### src/design/literal_branch_op_pkg.sv
/*
 * Constants, opcodes and carrier types for the literal, table, register
 * and branch execute unit. Assumes a core that runs four quarter phases
 * per instruction cycle on a single clock.
 */
package literal_branch_op_pkg;
  // ****************************************
  // Widths and reset values
  // ****************************************
  localparam int PC_W = 21;
  localparam int ADDR_W = 12;
  localparam logic [20:0] PC_RESET = 21'h000000;
  localparam logic [20:0] PC_STEP = 21'h000002;
  localparam logic [7:0] ACCESS_SPLIT = 8'h80;
  localparam logic [3:0] ACCESS_HI_BANK = 4'hf;
  // ****************************************
  // Opcode fields
  // ****************************************
  localparam logic [7:0] OP_LIT_ADD = 8'h0f;
  localparam logic [7:0] OP_LIT_AND = 8'h0b;
  localparam logic [7:0] OP_LIT_OR = 8'h09;
  localparam logic [7:0] OP_LIT_XOR = 8'h0a;
  localparam logic [7:0] OP_LIT_MOV = 8'h0e;
  localparam logic [7:0] OP_LIT_MUL = 8'h0d;
  localparam logic [7:0] OP_LIT_RET = 8'h0c;
  localparam logic [7:0] OP_LIT_SUB = 8'h08;
  localparam logic [11:0] OP_BANK_LD = 12'h010;
  localparam logic [7:0] OP_PTR_LD = 8'hee;
  localparam logic [1:0] PTR_LD_MID = 2'h0;
  localparam logic [11:0] OP_TBL_PFX = 12'h000;
  localparam logic [5:0] OP_F_ADD = 6'h09;
  localparam logic [5:0] OP_F_ADDC = 6'h08;
  localparam logic [5:0] OP_F_AND = 6'h05;
  localparam logic [3:0] OP_BIT_CLR = 4'h9;
  localparam logic [7:0] OP_BR_C = 8'he2;
  localparam logic [7:0] OP_BR_NC = 8'he3;
  localparam logic [7:0] OP_BR_N = 8'he6;
  localparam logic [7:0] OP_BR_NN = 8'he7;
  localparam logic [7:0] OP_BR_NOV = 8'he5;
  // ****************************************
  // Table access modes and second-cycle kinds
  // ****************************************
  localparam logic [1:0] TBL_PLAIN = 2'h0;
  localparam logic [1:0] TBL_POST_INC = 2'h1;
  localparam logic [1:0] TBL_POST_DEC = 2'h2;
  localparam logic [1:0] TBL_PRE_INC = 2'h3;
  localparam logic [1:0] SEC_NONE = 2'h0;
  localparam logic [1:0] SEC_PTR = 2'h1;
  localparam logic [1:0] SEC_PROGRAM_MEMORY_READ = 2'h2;
  localparam logic [1:0] SEC_PROGRAM_MEMORY_WRITE = 2'h3;
  // Cycles beyond the normal two for a write that starts a flash cycle
  localparam logic [2:0] PROGRAM_MEMORY_WRITE_LONG_EXTRA = 3'h3;
  // ****************************************
  // Types
  // ****************************************
  typedef enum logic [3:0] {
    PH_Q1 = 4'b0001,
    PH_Q2 = 4'b0010,
    PH_Q3 = 4'b0100,
    PH_Q4 = 4'b1000
  } phase_t;
  typedef struct packed {
    logic n;
    logic ov;
    logic z;
    logic dc;
    logic c;
  } status_t;
  localparam status_t STATUS_RESET = 5'h00;
  typedef struct packed {
    logic [11:0] addr;
    logic rd;
    logic wr;
    logic [7:0] wdata;
  } dm_req_t;
endpackage

### src/design/literal_branch_op_decoder.sv
/*
 * Execute unit for literal ops, table read/write, register add/and,
 * bit clear and carry/negative/overflow branches.
 * Assumes program memory returns, in each instruction cycle, the word
 * fetched at pc_q during the previous cycle, and that data memory and
 * the table port answer combinationally within the phase they are asked.
 */
// Functional notes
// - PC change or true test costs a second cycle run as no-op.
// - Second word alone decodes as no-op; used only by its first word.
// - Read-modify-write of a port register takes the pin levels.
// - Writing timer zero counter clears an assigned prescaler.
// - Table write lasts 2 cycles, 5 when it starts a flash write.
// - Literal add into working register, all five flags.
// - Literal and/or/xor into working register, zero and negative only.
// - Literal move and multiply leave every flag alone.
// - Literal minus working register, all five flags.
// - Return with literal loads working register, returns, two cycles.
// - Bank literal load sets bank select low nibble, no flags.
// - Two-word 12-bit load of the chosen indirect pointer.
// - Table read, two cycles, plain/post-inc/post-dec/pre-inc pointer.
// - Table write of latch, same four pointer modes.
// - Register add, one cycle, d picks destination.
// - a=0 forces the access bank, a=1 uses bank select.
// - Register add with carry, d picks destination, five flags.
// - Register and, d picks destination, negative and zero only.
// - Bit clear: read in Q2, write in Q4, no flags.
// - Taken branch goes to incremented PC plus twice signed offset.
// - Branch on carry set and on carry clear, no flag change.
// - Branch on negative, not negative, and no overflow.
// - Multiply product split into high and low product bytes.
`timescale 1ns/10ps
module literal_branch_op_decoder
  import literal_branch_op_pkg::*;
#(
  parameter logic [11:0] TIMER_ZERO_ADDR = 12'hf00,
  parameter int N_POINTERS = 3
) (
  // Clock and reset
  input wire logic clk,
  input wire logic rst,
  // Program memory
  input wire logic [15:0] instr_word,
  output logic [20:0] pc_q,
  // Data memory and port pins
  output dm_req_t dm_q,
  input wire logic [7:0] dm_rdata,
  input wire logic port_hit,
  input wire logic [7:0] pin_levels,
  // Timer zero prescaler
  input wire logic prescaler_assigned,
  output logic prescaler_clr_q,
  // Table access
  input wire logic [7:0] tbl_rdata,
  input wire logic pm_write_start,
  output logic [20:0] table_pointer_q,
  output logic [7:0] table_latch_q,
  output logic tbl_rd_q,
  output logic tbl_wr_q,
  // Return stack
  input wire logic [20:0] tos,
  output logic stack_pop_q,
  // Core state
  output logic [7:0] working_register_q,
  output status_t status_q,
  output logic [3:0] bank_select_register_q,
  output logic [N_POINTERS-1:0][11:0] indirect_pointer_q,
  output logic [7:0] product_high_q,
  output logic [7:0] product_low_q
);
  // ****************************************
  // Helpers
  // ****************************************
  function automatic logic [10:0] add8(input logic [7:0] a,
                                       input logic [7:0] b,
                                       input logic ci);
    logic [4:0] lo;
    logic [8:0] full;
    logic ov;
    lo = {1'b0, a[3:0]} + {1'b0, b[3:0]} + {4'h0, ci};
    full = {1'b0, a} + {1'b0, b} + {8'h00, ci};
    ov = (a[7] == b[7]) && (full[7] != a[7]);
    return {full[8], lo[4], ov, full[7:0]};
  endfunction

  function automatic logic reads_f(input logic [15:0] w);
    return w[15:10] == OP_F_ADD || w[15:10] == OP_F_ADDC ||
           w[15:10] == OP_F_AND || w[15:12] == OP_BIT_CLR;
  endfunction

  function automatic logic [11:0] f_addr(input logic [15:0] w,
                                         input logic [3:0] bank);
    if (w[8]) begin
      return {bank, w[7:0]};
    end
    return (w[7:0] < ACCESS_SPLIT) ? {4'h0, w[7:0]} :
           {ACCESS_HI_BANK, w[7:0]};
  endfunction

  phase_t phase_q;
  logic [15:0] ir_q;
  logic live_q, hold_q;
  logic [2:0] skip_q;
  logic [1:0] sec_q, tmode_q, psel_q;
  logic [3:0] phi_q;
  logic [7:0] opnd_q;
  logic [7:0] k, alu_res;
  logic lit_add, lit_and, lit_or, lit_xor, lit_mov, lit_mul, lit_sub;
  logic lit_ret, bank_ld, ptr_ld, tbl_op, f_add, f_addc, f_and, f_bcf;
  logic br_taken, wr_f, wr_w, multi, upd_all, upd_zn;
  logic [10:0] sum;
  status_t flg_new;
  logic [20:0] br_target;
  logic commit;
  logic stall_more;

  assign commit = phase_q == PH_Q4 && live_q;
  // Table stall goes on past this cycle: the pc must not move yet
  assign stall_more = skip_q > 3'h1 ||
                      (sec_q == SEC_PROGRAM_MEMORY_WRITE && pm_write_start);

  // ****************************************
  // Decode
  // ****************************************
  always_comb begin
    k = ir_q[7:0];
    lit_add = ir_q[15:8] == OP_LIT_ADD;
    lit_and = ir_q[15:8] == OP_LIT_AND;
    lit_or = ir_q[15:8] == OP_LIT_OR;
    lit_xor = ir_q[15:8] == OP_LIT_XOR;
    lit_mov = ir_q[15:8] == OP_LIT_MOV;
    lit_mul = ir_q[15:8] == OP_LIT_MUL;
    lit_sub = ir_q[15:8] == OP_LIT_SUB;
    lit_ret = ir_q[15:8] == OP_LIT_RET;
    bank_ld = ir_q[15:4] == OP_BANK_LD;
    ptr_ld = ir_q[15:8] == OP_PTR_LD && ir_q[7:6] == PTR_LD_MID;
    tbl_op = ir_q[15:4] == OP_TBL_PFX && ir_q[3];
    f_add = ir_q[15:10] == OP_F_ADD;
    f_addc = ir_q[15:10] == OP_F_ADDC;
    f_and = ir_q[15:10] == OP_F_AND;
    f_bcf = ir_q[15:12] == OP_BIT_CLR;
    // Second words (top nibble all ones) match nothing here
    case (ir_q[15:8])
      OP_BR_C: br_taken = status_q.c;
      OP_BR_NC: br_taken = !status_q.c;
      OP_BR_N: br_taken = status_q.n;
      OP_BR_NN: br_taken = !status_q.n;
      OP_BR_NOV: br_taken = !status_q.ov;
      default: br_taken = 1'b0;
    endcase
    wr_f = f_bcf || ((f_add || f_addc || f_and) && ir_q[9]);
    wr_w = lit_add || lit_and || lit_or || lit_xor || lit_mov ||
           lit_sub || lit_ret ||
           ((f_add || f_addc || f_and) && !ir_q[9]);
    multi = br_taken || lit_ret || ptr_ld || tbl_op;
    upd_all = lit_add || lit_sub || f_add || f_addc;
    upd_zn = lit_and || lit_or || lit_xor || f_and;
  end

  // ****************************************
  // Process data (Q3 operands are stable through Q4)
  // ****************************************
  always_comb begin
    sum = 11'h000;
    if (lit_add) begin
      sum = add8(working_register_q, k, 1'b0);
    end else if (lit_sub) begin
      sum = add8(k, ~working_register_q, 1'b1);
    end else if (f_add) begin
      sum = add8(working_register_q, opnd_q, 1'b0);
    end else if (f_addc) begin
      sum = add8(working_register_q, opnd_q, status_q.c);
    end
    alu_res = k;
    if (upd_all) begin
      alu_res = sum[7:0];
    end else if (lit_and) begin
      alu_res = working_register_q & k;
    end else if (lit_or) begin
      alu_res = working_register_q | k;
    end else if (lit_xor) begin
      alu_res = working_register_q ^ k;
    end else if (f_and) begin
      alu_res = working_register_q & opnd_q;
    end else if (f_bcf) begin
      alu_res = opnd_q & ~(8'h01 << ir_q[11:9]);
    end
    flg_new = status_q;
    if (upd_all) begin
      flg_new.c = sum[10];
      flg_new.dc = sum[9];
      flg_new.ov = sum[8];
    end
    if (upd_all || upd_zn) begin
      flg_new.z = alu_res == 8'h00;
      flg_new.n = alu_res[7];
    end
    br_target = pc_q + {{12{k[7]}}, k, 1'b0};
  end

  // ****************************************
  // Phase sequencing
  // ****************************************
  always_ff @(posedge clk or posedge rst) begin
    if (rst) begin
      phase_q <= PH_Q1;
    end else begin
      case (phase_q)
        PH_Q1: phase_q <= PH_Q2;
        PH_Q2: phase_q <= PH_Q3;
        PH_Q3: phase_q <= PH_Q4;
        PH_Q4: phase_q <= PH_Q1;
        default: phase_q <= PH_Q1;
      endcase
    end
  end

  always_ff @(posedge clk or posedge rst) begin
    if (rst) begin
      ir_q <= 16'h0000;
      live_q <= 1'b0;
    end else if (phase_q == PH_Q1) begin
      ir_q <= instr_word;
      live_q <= skip_q == 3'h0;
    end
  end

  always_ff @(posedge clk or posedge rst) begin
    if (rst) begin
      skip_q <= 3'h0;
      sec_q <= SEC_NONE;
      hold_q <= 1'b0;
      tmode_q <= TBL_PLAIN;
      psel_q <= 2'h0;
      phi_q <= 4'h0;
    end else if (commit) begin
      skip_q <= multi ? 3'h1 : 3'h0;
      hold_q <= tbl_op;
      tmode_q <= ir_q[1:0];
      psel_q <= ir_q[5:4];
      phi_q <= ir_q[3:0];
      sec_q <= ptr_ld ? SEC_PTR : !tbl_op ? SEC_NONE :
               ir_q[2] ? SEC_PROGRAM_MEMORY_WRITE : SEC_PROGRAM_MEMORY_READ;
    end else if (phase_q == PH_Q4) begin
      sec_q <= SEC_NONE;
      // A started flash write stalls the core until it ends
      if (sec_q == SEC_PROGRAM_MEMORY_WRITE && pm_write_start) begin
        skip_q <= PROGRAM_MEMORY_WRITE_LONG_EXTRA;
      end else if (skip_q != 3'h0) begin
        skip_q <= skip_q - 3'h1;
      end
    end
  end

  // Table stalls hold the fetch so the prefetched word is not lost
  always_ff @(posedge clk or posedge rst) begin
    if (rst) begin
      pc_q <= PC_RESET;
    end else if (commit && br_taken) begin
      pc_q <= br_target;
    end else if (commit && lit_ret) begin
      pc_q <= tos;
    end else if (commit && !tbl_op) begin
      pc_q <= pc_q + PC_STEP;
    end else if (phase_q == PH_Q4 && !live_q && !(hold_q && stall_more)) begin
      pc_q <= pc_q + PC_STEP;
    end
  end

  // ****************************************
  // Data memory and timer prescaler
  // ****************************************
  always_ff @(posedge clk or posedge rst) begin
    if (rst) begin
      dm_q <= '0;
      opnd_q <= 8'h00;
      prescaler_clr_q <= 1'b0;
    end else begin
      case (phase_q)
        PH_Q1: begin
          dm_q.addr <= f_addr(instr_word, bank_select_register_q);
          dm_q.rd <= skip_q == 3'h0 && reads_f(instr_word);
        end
        PH_Q2: begin
          dm_q.rd <= 1'b0;
          opnd_q <= (port_hit && wr_f) ? pin_levels : dm_rdata;
        end
        PH_Q3: begin
          dm_q.wr <= live_q && wr_f;
          dm_q.wdata <= alu_res;
          prescaler_clr_q <= live_q && wr_f && prescaler_assigned &&
                             dm_q.addr == TIMER_ZERO_ADDR;
        end
        PH_Q4: begin
          dm_q.wr <= 1'b0;
          prescaler_clr_q <= 1'b0;
        end
        default: dm_q.rd <= 1'b0;
      endcase
    end
  end

  // ****************************************
  // Write-back of core state
  // ****************************************
  always_ff @(posedge clk or posedge rst) begin
    if (rst) begin
      working_register_q <= 8'h00;
      status_q <= STATUS_RESET;
      bank_select_register_q <= 4'h0;
      product_high_q <= 8'h00;
      product_low_q <= 8'h00;
      stack_pop_q <= 1'b0;
    end else begin
      stack_pop_q <= commit && lit_ret;
      if (commit) begin
        if (wr_w) begin
          working_register_q <= alu_res;
        end
        status_q <= flg_new;
        if (bank_ld) begin
          bank_select_register_q <= ir_q[3:0];
        end
        if (lit_mul) begin
          {product_high_q, product_low_q} <= k * working_register_q;
        end
      end
    end
  end

  always_ff @(posedge clk or posedge rst) begin
    if (rst) begin
      indirect_pointer_q <= '0;
    end else if (phase_q == PH_Q4 && !live_q && sec_q == SEC_PTR &&
                 32'(psel_q) < N_POINTERS) begin
      indirect_pointer_q[psel_q] <= {phi_q, ir_q[7:0]};
    end
  end

  // ****************************************
  // Table read and write
  // ****************************************
  always_ff @(posedge clk or posedge rst) begin
    if (rst) begin
      table_pointer_q <= 21'h000000;
      table_latch_q <= 8'h00;
      tbl_rd_q <= 1'b0;
      tbl_wr_q <= 1'b0;
    end else if (phase_q == PH_Q1) begin
      tbl_rd_q <= sec_q == SEC_PROGRAM_MEMORY_READ;
      tbl_wr_q <= sec_q == SEC_PROGRAM_MEMORY_WRITE;
    end else if (phase_q == PH_Q2) begin
      tbl_rd_q <= 1'b0;
      tbl_wr_q <= 1'b0;
      if (tbl_rd_q) begin
        table_latch_q <= tbl_rdata;
      end
    end else if (commit && tbl_op && ir_q[1:0] == TBL_PRE_INC) begin
      table_pointer_q <= table_pointer_q + 21'h000001;
    end else if (phase_q == PH_Q4 && !live_q && sec_q != SEC_NONE &&
                 sec_q != SEC_PTR) begin
      if (tmode_q == TBL_POST_INC) begin
        table_pointer_q <= table_pointer_q + 21'h000001;
      end else if (tmode_q == TBL_POST_DEC) begin
        table_pointer_q <= table_pointer_q - 21'h000001;
      end
    end
  end
endmodule

### config.mk
export PLATFORM = sky130hd
export DESIGN_NAME = literal_branch_op_decoder
export DESIGN_NICKNAME = d
export VERILOG_FILES = /design/src/design/literal_branch_op_pkg.sv /design/src/design/literal_branch_op_decoder.sv
export SDC_FILE = /design/constraint.sdc
export NUM_CORES = 1
export LEC_CHECK = 0
export ABC_AREA = 1
export BUFFER_PORTS_ARGS = -buffer_cell sky130_fd_sc_hd__buf_2
export CORE_ASPECT_RATIO = 1.5
export CORE_MARGIN = 1.5
export CORE_UTILIZATION = 30
export DETAILED_ROUTE_END_ITERATION = 8
export PLACE_DENSITY = 0.55
export SLEW_MARGIN = 20
export SYNTH_ARGS = -nofsm -noshare
export SYNTH_HDL_FRONTEND = slang
export SYNTH_SLANG_ARGS = --single-unit
export TNS_END_PERCENT = 10
### constraint.sdc
create_clock -name clk -period 6.7 [get_ports clk]
set_input_delay 1.34 -clock clk [delete_from_list [all_inputs] [get_ports clk]]
set_output_delay 1.34 -clock clk [all_outputs]
set_load 0.03 [all_outputs]
Word-level counts from Yosys, hierarchy flattened:

Cells that the tools add are included.

* input bits: 66
* word-level logic and storage cells: 232
* output and inout port bits: 145
* flip-flop bits (word level): 188

* multiply operators: 1
* reductions and logical operators: 81
* order comparisons: 5
* add/subtract/negate cells: 15
* shift operators: 1
* muxes and demuxes: 45
* eq/ne operators: 42
* bitwise operators: 9

Operators by type and width (count)
* $mux 21: 8
* $eq 8x4->1 const B: 8
* $mux 8: 7
* $eq 8x8->1 const B: 6
* $mux 12: 4
* $mux 11: 4
* $bwmux 36: 1
* $logic_and 1x1->1: 28
* $add 8x8->9: 3
* $and 8x8->8: 3
* $demux 12 s2: 1
* $eq 6x4->1 const B: 4
* $logic_or 1x1->1: 24
* $add 21x1->21 const B: 1
* $add 21x2->21 const B: 1
* $add 21x21->21: 1
* $sub 21x1->21 const B: 1
* $mul 8x8->16: 1
* $not 8->8: 2
* $add 4x4->5: 3
* $eq 12x12->1 const B: 1
* $eq 12x5->1 const B: 1
* $eq 4x4->1 const B: 3
* $eq 6x3->1 const B: 2
* other kinds (40): 81

Depth between registers and ports, before layout:

Gate-level depths: netlist of run 1.

* depth in word-level cells: 10
* gate-level depth with buffers: 23
* mapped depth without buffers: 22

Worst setup path before layout of run 1:

Ideal clock, no wire load.

* path type: reg-to-reg
* start point: reg working_register_q[7]
* end point: reg product_high_q[7]
* path buffers: 1
* arrival: 4.452 ns
* setup slack: 2.131 ns
* stages on the path, launching flop included: 22
* setup time: 0.117 ns
* period minus slack after synthesis: 4.569 ns
* required time: 6.583 ns
* cells stage by stage: dfrtp_1 > clkbuf_1 > nand2_1 > fa_1 > fa_1 > inv_1 > fa_1 > inv_1 > fa_1 > inv_1 > ha_1 > nand2_1 > o21ai_0 > nand2_1 > nand3_1 > nand2_1 > inv_1 > nor2_1 > o21bai_1 > or2_2 > nand3_1 > nand2_1

* word-level cells in the longest chain between the ends: 1

RTL lines
* start, declared: line literal_branch_op_decoder.sv:64 `output logic [7:0] working_register_q,`
* start signal, assigned: line literal_branch_op_decoder.sv:318 `working_register_q <= alu_res;`
* $mul 8x8->16: line literal_branch_op_decoder.sv:325 `{product_high_q, product_low_q} <= k * working_register_q;`
* end signal, assigned: line literal_branch_op_decoder.sv:325
* end, declared: line literal_branch_op_decoder.sv:68 `output logic [7:0] product_high_q,`

No other way between the ends.
A chain may end at the register's enable or synchronous reset.

Worst setup path in the final report of run 1:

* start point: reg ir_q[0]
* end point: reg product_high_q[7]

* word-level cells in the longest chain between the ends: 1

RTL lines
* start, declared: line literal_branch_op_decoder.sv:101 `logic [15:0] ir_q;`
* start signal, assigned: line literal_branch_op_decoder.sv:223 `ir_q <= instr_word;`
* $mul 8x8->16: line literal_branch_op_decoder.sv:325

No other way between the ends.

==> results.sh, run 1 <==
export IMPL_final_nets=2304
export IMPL_hold_violations=0
export IMPL_synth_edff_count=0
export IMPL_vias_per_cell=5.00
export IMPL_fp_coreArea_mm2=0.0460
export IMPL_worstMarginPinSlew_ns=1.11
export IMPL_routabilityCongestion=0.955
export IMPL_multi_input_area_mm2=0.00815
export IMPL_numCtsBuffers=17
export IMPL_regArea_mm2=0.00446
export IMPL_synthFlopType="dfrtp_1"
export IMPL_cts_tree="done"
export IMPL_drt_wl_total_um=49900
export IMPL_crit_path_max_fanout=16
export IMPL_final_core_util=0.352
export IMPL_maxCapViolations=0
export IMPL_start_util=0.305
export IMPL_placementRows=96
export IMPL_clk_pin_slew_ns=0.08
export IMPL_clock_path_buffers=2
export IMPL_post_cts_buffers=0
export IMPL_num_vias=13500
export IMPL_dr_pass1_iters=5
export IMPL_cellPowerDensity_mw_per_mm2=271
export IMPL_ant_nets=0
export IMPL_synth_top_area_share=0.316
export IMPL_post_drt_wl_per_cell_um=18.4
export IMPL_critPathKind="reg2reg"
export IMPL_place_port_buffers=210
export IMPL_yosysWarnings=0
export IMPL_relSlewSlack=0.252
export IMPL_area_delta_synth_final_pct=15.6
export IMPL_pin_count=211
export IMPL_finalMaxSlewViolations=0
export IMPL_grt_pass1_vias=13500
export IMPL_rsz0062_at_grt="no"
export IMPL_clock_fmax_ghz=0.210
export IMPL_track_usage=0.208
export IMPL_period_share=0.710
export IMPL_p_leak_nw=8.88
export IMPL_drc=0
export IMPL_die_area_mm2=0.0481
export IMPL_ctsHoldBuffers=0
export IMPL_synth_nets=2127
export IMPL_chipHeight_um=268
export IMPL_grt_first_pass_wirelength_um=77300
export IMPL_skew_ns=0.0145
export IMPL_peakVddDrop_v=0.000211
export IMPL_dp_hpwl_um=39000
export IMPL_setup_viol=0
export IMPL_yosysTopAreaCell="dfrtp_1"
export IMPL_avgSynthCellArea_um2=7.28
export IMPL_fin_crit_ns=4.76
export IMPL_cts_resized_gates=0
export IMPL_synth_seq_area_share=0.318
export IMPL_synthCells=1926
export IMPL_tns_ns=0
export IMPL_die_w_um=180
export IMPL_cts_root_buffer="clkbuf_16"
export IMPL_drive_above_1_share=0.146
export IMPL_crit_path_start_kind="flop"
export IMPL_min_path_type="reg2reg"
export IMPL_worst_ep_arrival_time_ns=5.15
export IMPL_fill_cells=4959
export IMPL_synth_distinct_cells=55
export IMPL_end_kind="flop"
export IMPL_synth_cells_most_frequent="nand2_1 (480), inv_1 (292), dfrtp_1 (177)"
export IMPL_htreeDepth=4
export IMPL_synth_seq_cells=178
export IMPL_synth_area_leaders="dfrtp_1 (32%), nand2_1 (13%), ha_1 (8.5%)"
export IMPL_synth_most_common_cell="nand2_1"
export IMPL_required_ns=7.09
export IMPL_synth_area_mm2=0.0140
export IMPL_status="completed"
export IMPL_numClockSinks=178
export IMPL_drtIter0Drc=952
export IMPL_grt_overflow=0
export IMPL_antenna_found_initial=1
export IMPL_grt_max_degree=129
export IMPL_synthArstFlopShare=1.00
export IMPL_clk_latency_ns=0.46
[placed cells by master, fill, tap and decap left out, drive strengths merged, types with 6 or more instances in the layout]
cell / Yosys / final
nor4: 10 / 10
o21ai: 141 / 141
ha: 95 / 95
or2: 13 / 13
nand3b: 8 / 8
clkinv: 1 / 6
fa: 40 / 40
nor2: 134 / 134
nand3: 134 / 134
mux2: 8 / 8
xnor2: 8 / 8
buf: 28 / 220
a31oi: 19 / 19
nand4: 24 / 24
nor3: 35 / 35
inv: 302 / 308
clkbuf: 34 / 18
o31ai: 8 / 8
a21oi: 116 / 116
mux2i: 12 / 12
xor2: 48 / 48
o211ai: 11 / 11
dfrtp: 177 / 177
nand2: 485 / 485
[sequential cells by signal (all words and copies together) (netlist names), 5 cells and up]
name	flops
ir_q	16
status_q	5
pc_q	21
table_latch_q	8
indirect_pointer_q	36
product_high_q	8
dm_q	14
product_low_q	8
opnd_q	8
table_pointer_q	21
working_register_q	8
[path summary, 6_finish.rpt]
| check | from | end | slack (ns) | cells past startpoint |
|---|---|---|---|---|
| max | ir_q[0] | product_high_q[7] | 1.94 | 20 |
| min | pc_q[0] | pc_q[0] | 0.48 | 2 |
| max reg2reg | ir_q[0] | product_high_q[7] | 1.94 | 20 |
| min reg2reg | pc_q[0] | pc_q[0] | 0.48 | 2 |
| max in group asynchronous | rst | ir_q[0] | 4.29 | 3 |
| min in group asynchronous | rst | table_latch_q[7] | 1.06 | 2 |
[layout make-up]
| class | count | share of cell area |
|---|---|---|
| well taps | 588 | 0.0454 |
| inverters | 303 | 0.0706 |
| repair buffers | 220 | 0.0694 |
| diodes | 1 | 0.000154 |
| flip-flops and latches | 178 | 0.275 |
| multi-input cells | 1383 | 0.502 |
| clock buffers | 18 | 0.0265 |
| clock inverters | 14 | 0.0107 |
[metrics by stage]
stage	power, mW	cell area, µm²	hold WS (ns)	setup slack [ns]	instances
after floorplan	2.75	14000	0.454	0.531	1926
after global placement	3.31	15600	0.456	2.00	2672
after detailed placement	3.32	15600	0.460	1.95	2672
after CTS	4.44	16200	0.481	1.94	2704
after global routing	4.74	16200	0.499	1.53	2704
final	4.39	16200	0.479	1.94	2705
[critical path, cell delays in order, from the launching register on]
cell and delay, ns:
dfrtp_1 0.74, nand2_1 0.16, fa_1 0.54, fa_1 0.56, inv_1 0.06, fa_1 0.53
inv_1 0.06, fa_1 0.53, inv_1 0.04, ha_1 0.33, nand2_1 0.08, nor3_1 0.20
nand3_1 0.10, nand3_1 0.13, nand2_1 0.06, inv_1 0.07, nor2_1 0.04, o21bai_1 0.14
or2_2 0.13, nand3_1 0.05, nand2_1 0.12
[kinds of logic (layout without fill, tap and decap cells)]
logic type               after synthesis  in the layout  synth area share
AO/OA/AOI/OAI                        326            326             0.129
AND/OR/NAND/NOR                      846            846             0.259
other                                  0              1                 0
multiplexers                          20             20            0.0150
buffers and inverters                365            555             0.102
adder cells (fa/ha/maj)              135            135             0.142
XOR/XNOR                              56             56            0.0350
flip-flops                           178            178             0.318
[routing by layer]
metal  global-route usage  up-vias  part of all wire
li1                     -     6569                 -
met1                0.238     6471              0.40
met2                0.381      396              0.52
met3               0.0275       83             0.037
met4               0.0991        0             0.044
met5                    0        -                 0
[where the power goes]
group	switching (mW)	internal [mW]	total, mW
sequential	0.236	1.18	1.42
clock	0.492	0.594	1.09
combinational	1.25	0.635	1.88
total	1.97	2.41	4.39
Note: power is estimated with default switching activity, not from simulation.
==> run 2: changes to the inputs <==
clock period = 4.8 ns   (was 6.7 ns; I/O delays follow)
==> run 2 against run 1 <==
Worst hold slack worse by 0.012 ns. Global-route usage is 0.60 points higher. Via count hardly changed. Critical endpoint unchanged. Cell count is 0.96% higher. Highest routed layer is now met5. Flip-flop and latch count stayed put.
==> results.sh, run 2 (same netlist as run 1, synthesis figures left out) <==
export IMPL_rr_worst_depth=20
export IMPL_crit_path_start_kind="flop"
export IMPL_post_drt_wl_per_cell_um=18.8
export IMPL_regMostFlops="indirect_pointer_q"
export IMPL_worstMarginPinSlew_ns=0.983
export IMPL_ctsHoldBuffers=0
export IMPL_drive_above_1_share=0.157
export IMPL_die_w_um=180
export IMPL_clk_latency_ns=0.47
export IMPL_grt_max_degree=148
export IMPL_hold_violations=0
export IMPL_track_usage=0.214
export IMPL_critPathKind="reg2reg"
export IMPL_min_path_type="reg2reg"
export IMPL_cellPowerDensity_mw_per_mm2=373
export IMPL_place_area_mm2=0.0158
export IMPL_grt_overflow=0
export IMPL_placementRows=96
export IMPL_dp_hpwl_um=40600
export IMPL_grt_pass1_vias=13400
export IMPL_peakVddDrop_v=0.000244
export IMPL_period_share=0.931
export IMPL_hold_start="pc_q[0]"
export IMPL_htreeDepth=4
export IMPL_clock_fmax_ghz=0.224
export IMPL_antenna_found_initial=2
export IMPL_fin_crit_ns=4.47
export IMPL_fp_coreArea_mm2=0.0460
export IMPL_reg_largest_list="indirect_pointer_q (36), pc_q (21), table_pointer_q (21)"
export IMPL_reg2reg_from="ir_q[3]"
export IMPL_chipHeight_um=268
export IMPL_cts_tree="done"
export IMPL_largest_reg_flops=36
export IMPL_tns_ns=0
export IMPL_post_cts_buffers=0
export IMPL_setup_viol=0
export IMPL_p_leak_nw=9.00
export IMPL_final_area_mm2=0.0164
export IMPL_place_port_buffers=210
export IMPL_routabilityCongestion=0.957
export IMPL_hold_path_cell_count=2
export IMPL_skew_ns=0.0133
export IMPL_reg2reg_slack_ns=0.33
export IMPL_clock_path_buffers=2
export IMPL_final_nets=2331
export IMPL_clk_pin_slew_ns=0.08
export IMPL_required_ns=5.17
export IMPL_worst_ep_arrival_time_ns=4.84
export IMPL_cts_root_buffer="clkbuf_16"
export IMPL_drtIter0Drc=683
export IMPL_maxCapViolations=0
export IMPL_cts_resized_gates=0
export IMPL_fill_cells=4923
export IMPL_die_area_mm2=0.0481
export IMPL_reg2reg_to="product_high_q[7]"
export IMPL_vias_per_cell=4.95
export IMPL_layout_common_cells="nand2_1 (480), inv_1 (291), buf_2 (210), dfrtp_1 (177), o21ai_0 (139)"
export IMPL_rsz0062_at_grt="no"
export IMPL_relSlewSlack=0.345
export IMPL_drc=0
export IMPL_dr_pass1_iters=5
export IMPL_min_to="pc_q[0]"
export IMPL_grt_first_pass_wirelength_um=78500
export IMPL_end_kind="flop"
export IMPL_num_vias=13500
export IMPL_numClockSinks=178
export IMPL_diodes=0
export IMPL_crit_path_max_fanout=9
export IMPL_status="completed"
export IMPL_ant_nets=0
export IMPL_drt_wl_total_um=51500
export IMPL_pin_count=211
export IMPL_area_delta_synth_final_pct=17.0
export IMPL_finalMaxSlewViolations=0
export IMPL_layout_commonest_cell="nand2_1"
export IMPL_final_core_util=0.357
export IMPL_start_util=0.305
export IMPL_numCtsBuffers=17
run 2: final cells by class:
class | instances | area [µm²] | area share
inverters | 303 | 1140 | 0.0695
clock inverters | 13 | 138 | 0.00839
flip-flops and latches | 178 | 4460 | 0.272
well taps | 588 | 736 | 0.0448
multi-input cells | 1383 | 8150 | 0.496
clock buffers | 19 | 453 | 0.0276
repair buffers | 247 | 1340 | 0.0817
run 2: worst max-delay path by stage:
stage                                     start           endpoint  cells past startpoint
final                                   ir_q[3]  product_high_q[7]                     20
after global routing                    ir_q[3]  product_high_q[7]                     20
after global placement                  ir_q[3]  product_high_q[7]                     20
after floorplan           working_register_q[7]  product_high_q[7]                     21
after detailed placement                ir_q[3]  product_high_q[7]                     20
after CTS                 working_register_q[2]  product_high_q[4]                     16
run 2: power breakdown:
part | leakage [nW] | internal, mW | switching [mW]
clock | 0.288 | 0.721 | 0.750
sequential | 2.31 | 1.65 | 0.285
combinational | 6.40 | 0.911 | 1.81
total | 9.00 | 3.29 | 2.84
run 2: critical path, stage by stage, from the launching register on:
cell and delay [ns]:
dfrtp_1 0.57, nand2_1 0.09, inv_1 0.08, fa_1 0.45
fa_1 0.55, fa_1 0.55, inv_1 0.05, fa_1 0.53
inv_1 0.04, ha_1 0.34, a21oi_1 0.14, o21ai_0 0.13
nand2_1 0.08, nand3_1 0.11, nand2_1 0.08, inv_1 0.05
nor2_1 0.09, o21bai_1 0.07, or2_2 0.27, nand3_1 0.07
nand2_1 0.05
run 2: stage by stage:
step	power [mW]	std cells	worst slack [ns]	hold WS (ns)
after CTS	6.20	2731	0.314	0.475
after detailed placement	4.69	2699	0.325	0.458
after global placement	4.68	2699	0.379	0.456
final	6.13	2731	0.329	0.467
after floorplan	3.83	1926	0.231	0.454
after global routing	6.60	2731	0.0427	0.501
run 2: routing by layer:
metal	up-vias	global-route usage	wire length (µm)
met5	-	0	24
met4	4	0.118	2690
met3	100	0.0302	1620
met2	329	0.391	26700
met1	6445	0.238	20500
li1	6637	-	-
==> run 3: changes to the inputs <==
CELL_PAD_IN_SITES_DETAIL_PLACEMENT = 1   (was not set)
CELL_PAD_IN_SITES_GLOBAL_PLACEMENT = 1   (was not set)
PLACE_DENSITY = 0.69   (was 0.55)
==> run 3 against run 2 <==
Clock-buffer cell count decreased by 2. Cell count about the same. Non-clock buffer count decreased by 3. Worst hold slack improved by 0.013 ns. Critical path type unchanged. Largest power group unchanged.
==> results.sh, run 3 (same netlist as run 1, synthesis figures left out) <==
export IMPL_clockPowerShare=0.240
export IMPL_netSwitchingPower_mw=2.91
export IMPL_slowest_delay_ns=0.56
export IMPL_pin_count=211
export IMPL_hold_start="product_low_q[1]"
export IMPL_start_util=0.305
export IMPL_post_cts_buffers=0
export IMPL_reg2reg_from="ir_q[4]"
export IMPL_grt_overflow=0
export IMPL_layout_common_cells="nand2_1 (480), inv_1 (291), buf_2 (210), dfrtp_1 (177), o21ai_0 (139)"
export IMPL_numClockSinks=178
export IMPL_crit_path_start_kind="flop"
export IMPL_swShare=0.467
export IMPL_skew_ns=0.0227
export IMPL_layout_commonest_cell="nand2_1"
export IMPL_p_leak_nw=8.99
export IMPL_drc=0
export IMPL_area_delta_synth_final_pct=17.0
export IMPL_post_drt_wl_per_cell_um=20.4
export IMPL_end_kind="flop"
export IMPL_routabilityCongestion=0.952
export IMPL_crit_start="ir_q[4]"
export IMPL_final_core_util=0.357
export IMPL_drive_above_1_share=0.157
export IMPL_die_area_mm2=0.0481
export IMPL_cts_tree="done"
export IMPL_cp_cell_sequence="ha_2 > fa_1 > fa_1 > fa_1 > inv_1 > fa_1 > inv_1 > ha_1 > a21oi_1 > o21ai_0 > nand2_1 > nand3_1 > nand2_1 > inv_1 > nor2_1 > o21bai_1 > or2_2 > nand3_1 > nand2_1"
export IMPL_grt_pass1_vias=15200
export IMPL_period_share=0.946
export IMPL_cts_root_buffer="clkbuf_16"
export IMPL_power_frac_comb=0.449
export IMPL_final_nets=2328
export IMPL_track_usage=0.234
export IMPL_largest_reg_flops=36
export IMPL_min_path_type="reg2reg"
export IMPL_num_vias=13900
export IMPL_clk_latency_ns=0.47
export IMPL_grt_first_pass_wirelength_um=86500
export IMPL_regMostFlops="indirect_pointer_q"
export IMPL_ant_nets=0
export IMPL_required_ns=5.16
export IMPL_fp_coreArea_mm2=0.0460
export IMPL_numCtsBuffers=17
export IMPL_placementRows=96
export IMPL_whs_ns=0.479
export IMPL_clock_fmax_ghz=0.220
export IMPL_cts_resized_gates=0
export IMPL_drtIter0Drc=675
export IMPL_pwr_share_seq=0.311
export IMPL_dr_pass1_iters=4
export IMPL_place_port_buffers=210
export IMPL_critPathKind="reg2reg"
export IMPL_clk_pin_slew_ns=0.08
export IMPL_intPower_mw=3.32
export IMPL_antenna_found_initial=2
export IMPL_finalMaxSlewViolations=0
export IMPL_drt_wl_total_um=55600
export IMPL_fin_crit_ns=4.54
export IMPL_chipHeight_um=268
export IMPL_hold_violations=0
export IMPL_tns_ns=0
export IMPL_clock_path_buffers=2
export IMPL_reg_largest_list="indirect_pointer_q (36), pc_q (21), table_pointer_q (21)"
export IMPL_crit_path_max_fanout=5
export IMPL_grt_max_degree=89
export IMPL_worst_ep_arrival_time_ns=4.90
export IMPL_vias_per_cell=5.10
export IMPL_setup_viol=0
export IMPL_cellPowerDensity_mw_per_mm2=379
export IMPL_critPathSlowestCell="fa_1"
export IMPL_rsz0062_at_grt="no"
export IMPL_relSlewSlack=0.366
export IMPL_htreeDepth=4
export IMPL_path_common_cell="fa_1"
export IMPL_ctsHoldBuffers=0
export IMPL_worstMarginPinSlew_ns=0.947
export IMPL_die_w_um=180
export IMPL_status="completed"
export IMPL_peakVddDrop_v=0.000286
export IMPL_maxCapViolations=0
export IMPL_dp_hpwl_um=44300
## run 3: area by class of cell
type	instances	area, µm²
fillers	5782	29600
clock buffers	17	425
well taps	588	736
repair buffers	244	1330
flip-flops and latches	178	4460
inverters	303	1140
multi-input cells	1383	8160
diodes	1	2.50
clock inverters	15	163
## run 3: per-layer routing
metal	GRT usage	up-vias	share of wire
li1	-	6615	-
met1	0.257	6893	0.39
met2	0.444	290	0.54
met3	0.0262	111	0.029
met4	0.118	2	0.047
met5	0	-	0.00023
## run 3: worst paths after layout
kind,cells after the start,to,slack [ns]
setup / recovery,19,product_high_q[7],0.26
hold / removal,2,product_low_q[1],0.48
setup reg to reg,19,product_high_q[7],0.26
hold reg to reg,2,product_low_q[1],0.48
max in group asynchronous,3,indirect_pointer_q[13],3.12
min in group asynchronous,2,opnd_q[0],0.67
## run 3: stage by stage
step / cells / setup WS (ns) / instance area, µm² / total power [mW]
after detailed placement: 2696 / 0.178 / 15800 / 4.76
after global routing: 2728 / 0.0140 / 16400 / 6.71
after global placement: 2696 / 0.330 / 15800 / 4.67
after floorplan: 1926 / 0.231 / 14000 / 3.83
after CTS: 2728 / 0.164 / 16400 / 6.29
final: 2729 / 0.261 / 16400 / 6.23
## run 3: worst max-delay path: cells and delay by family (launching register included)
kind | cells | cell delay [ns]
compound gates | 3 | 0.43
buf+inv | 3 | 0.15
simple gates | 7 | 0.75
fa+ha+maj | 6 | 2.67
flops | 1 | 0.43
## run 3: power by group through the flow
stage | clock, mW | combinational [mW] | sequential [mW]
after floorplan | 0 | 1.78 | 2.06
after global placement | 0 | 2.71 | 1.96
after detailed placement | 0 | 2.80 | 1.96
after CTS | 1.54 | 2.82 | 1.93
after global routing | 1.58 | 3.16 | 1.96
final | 1.49 | 2.80 | 1.94
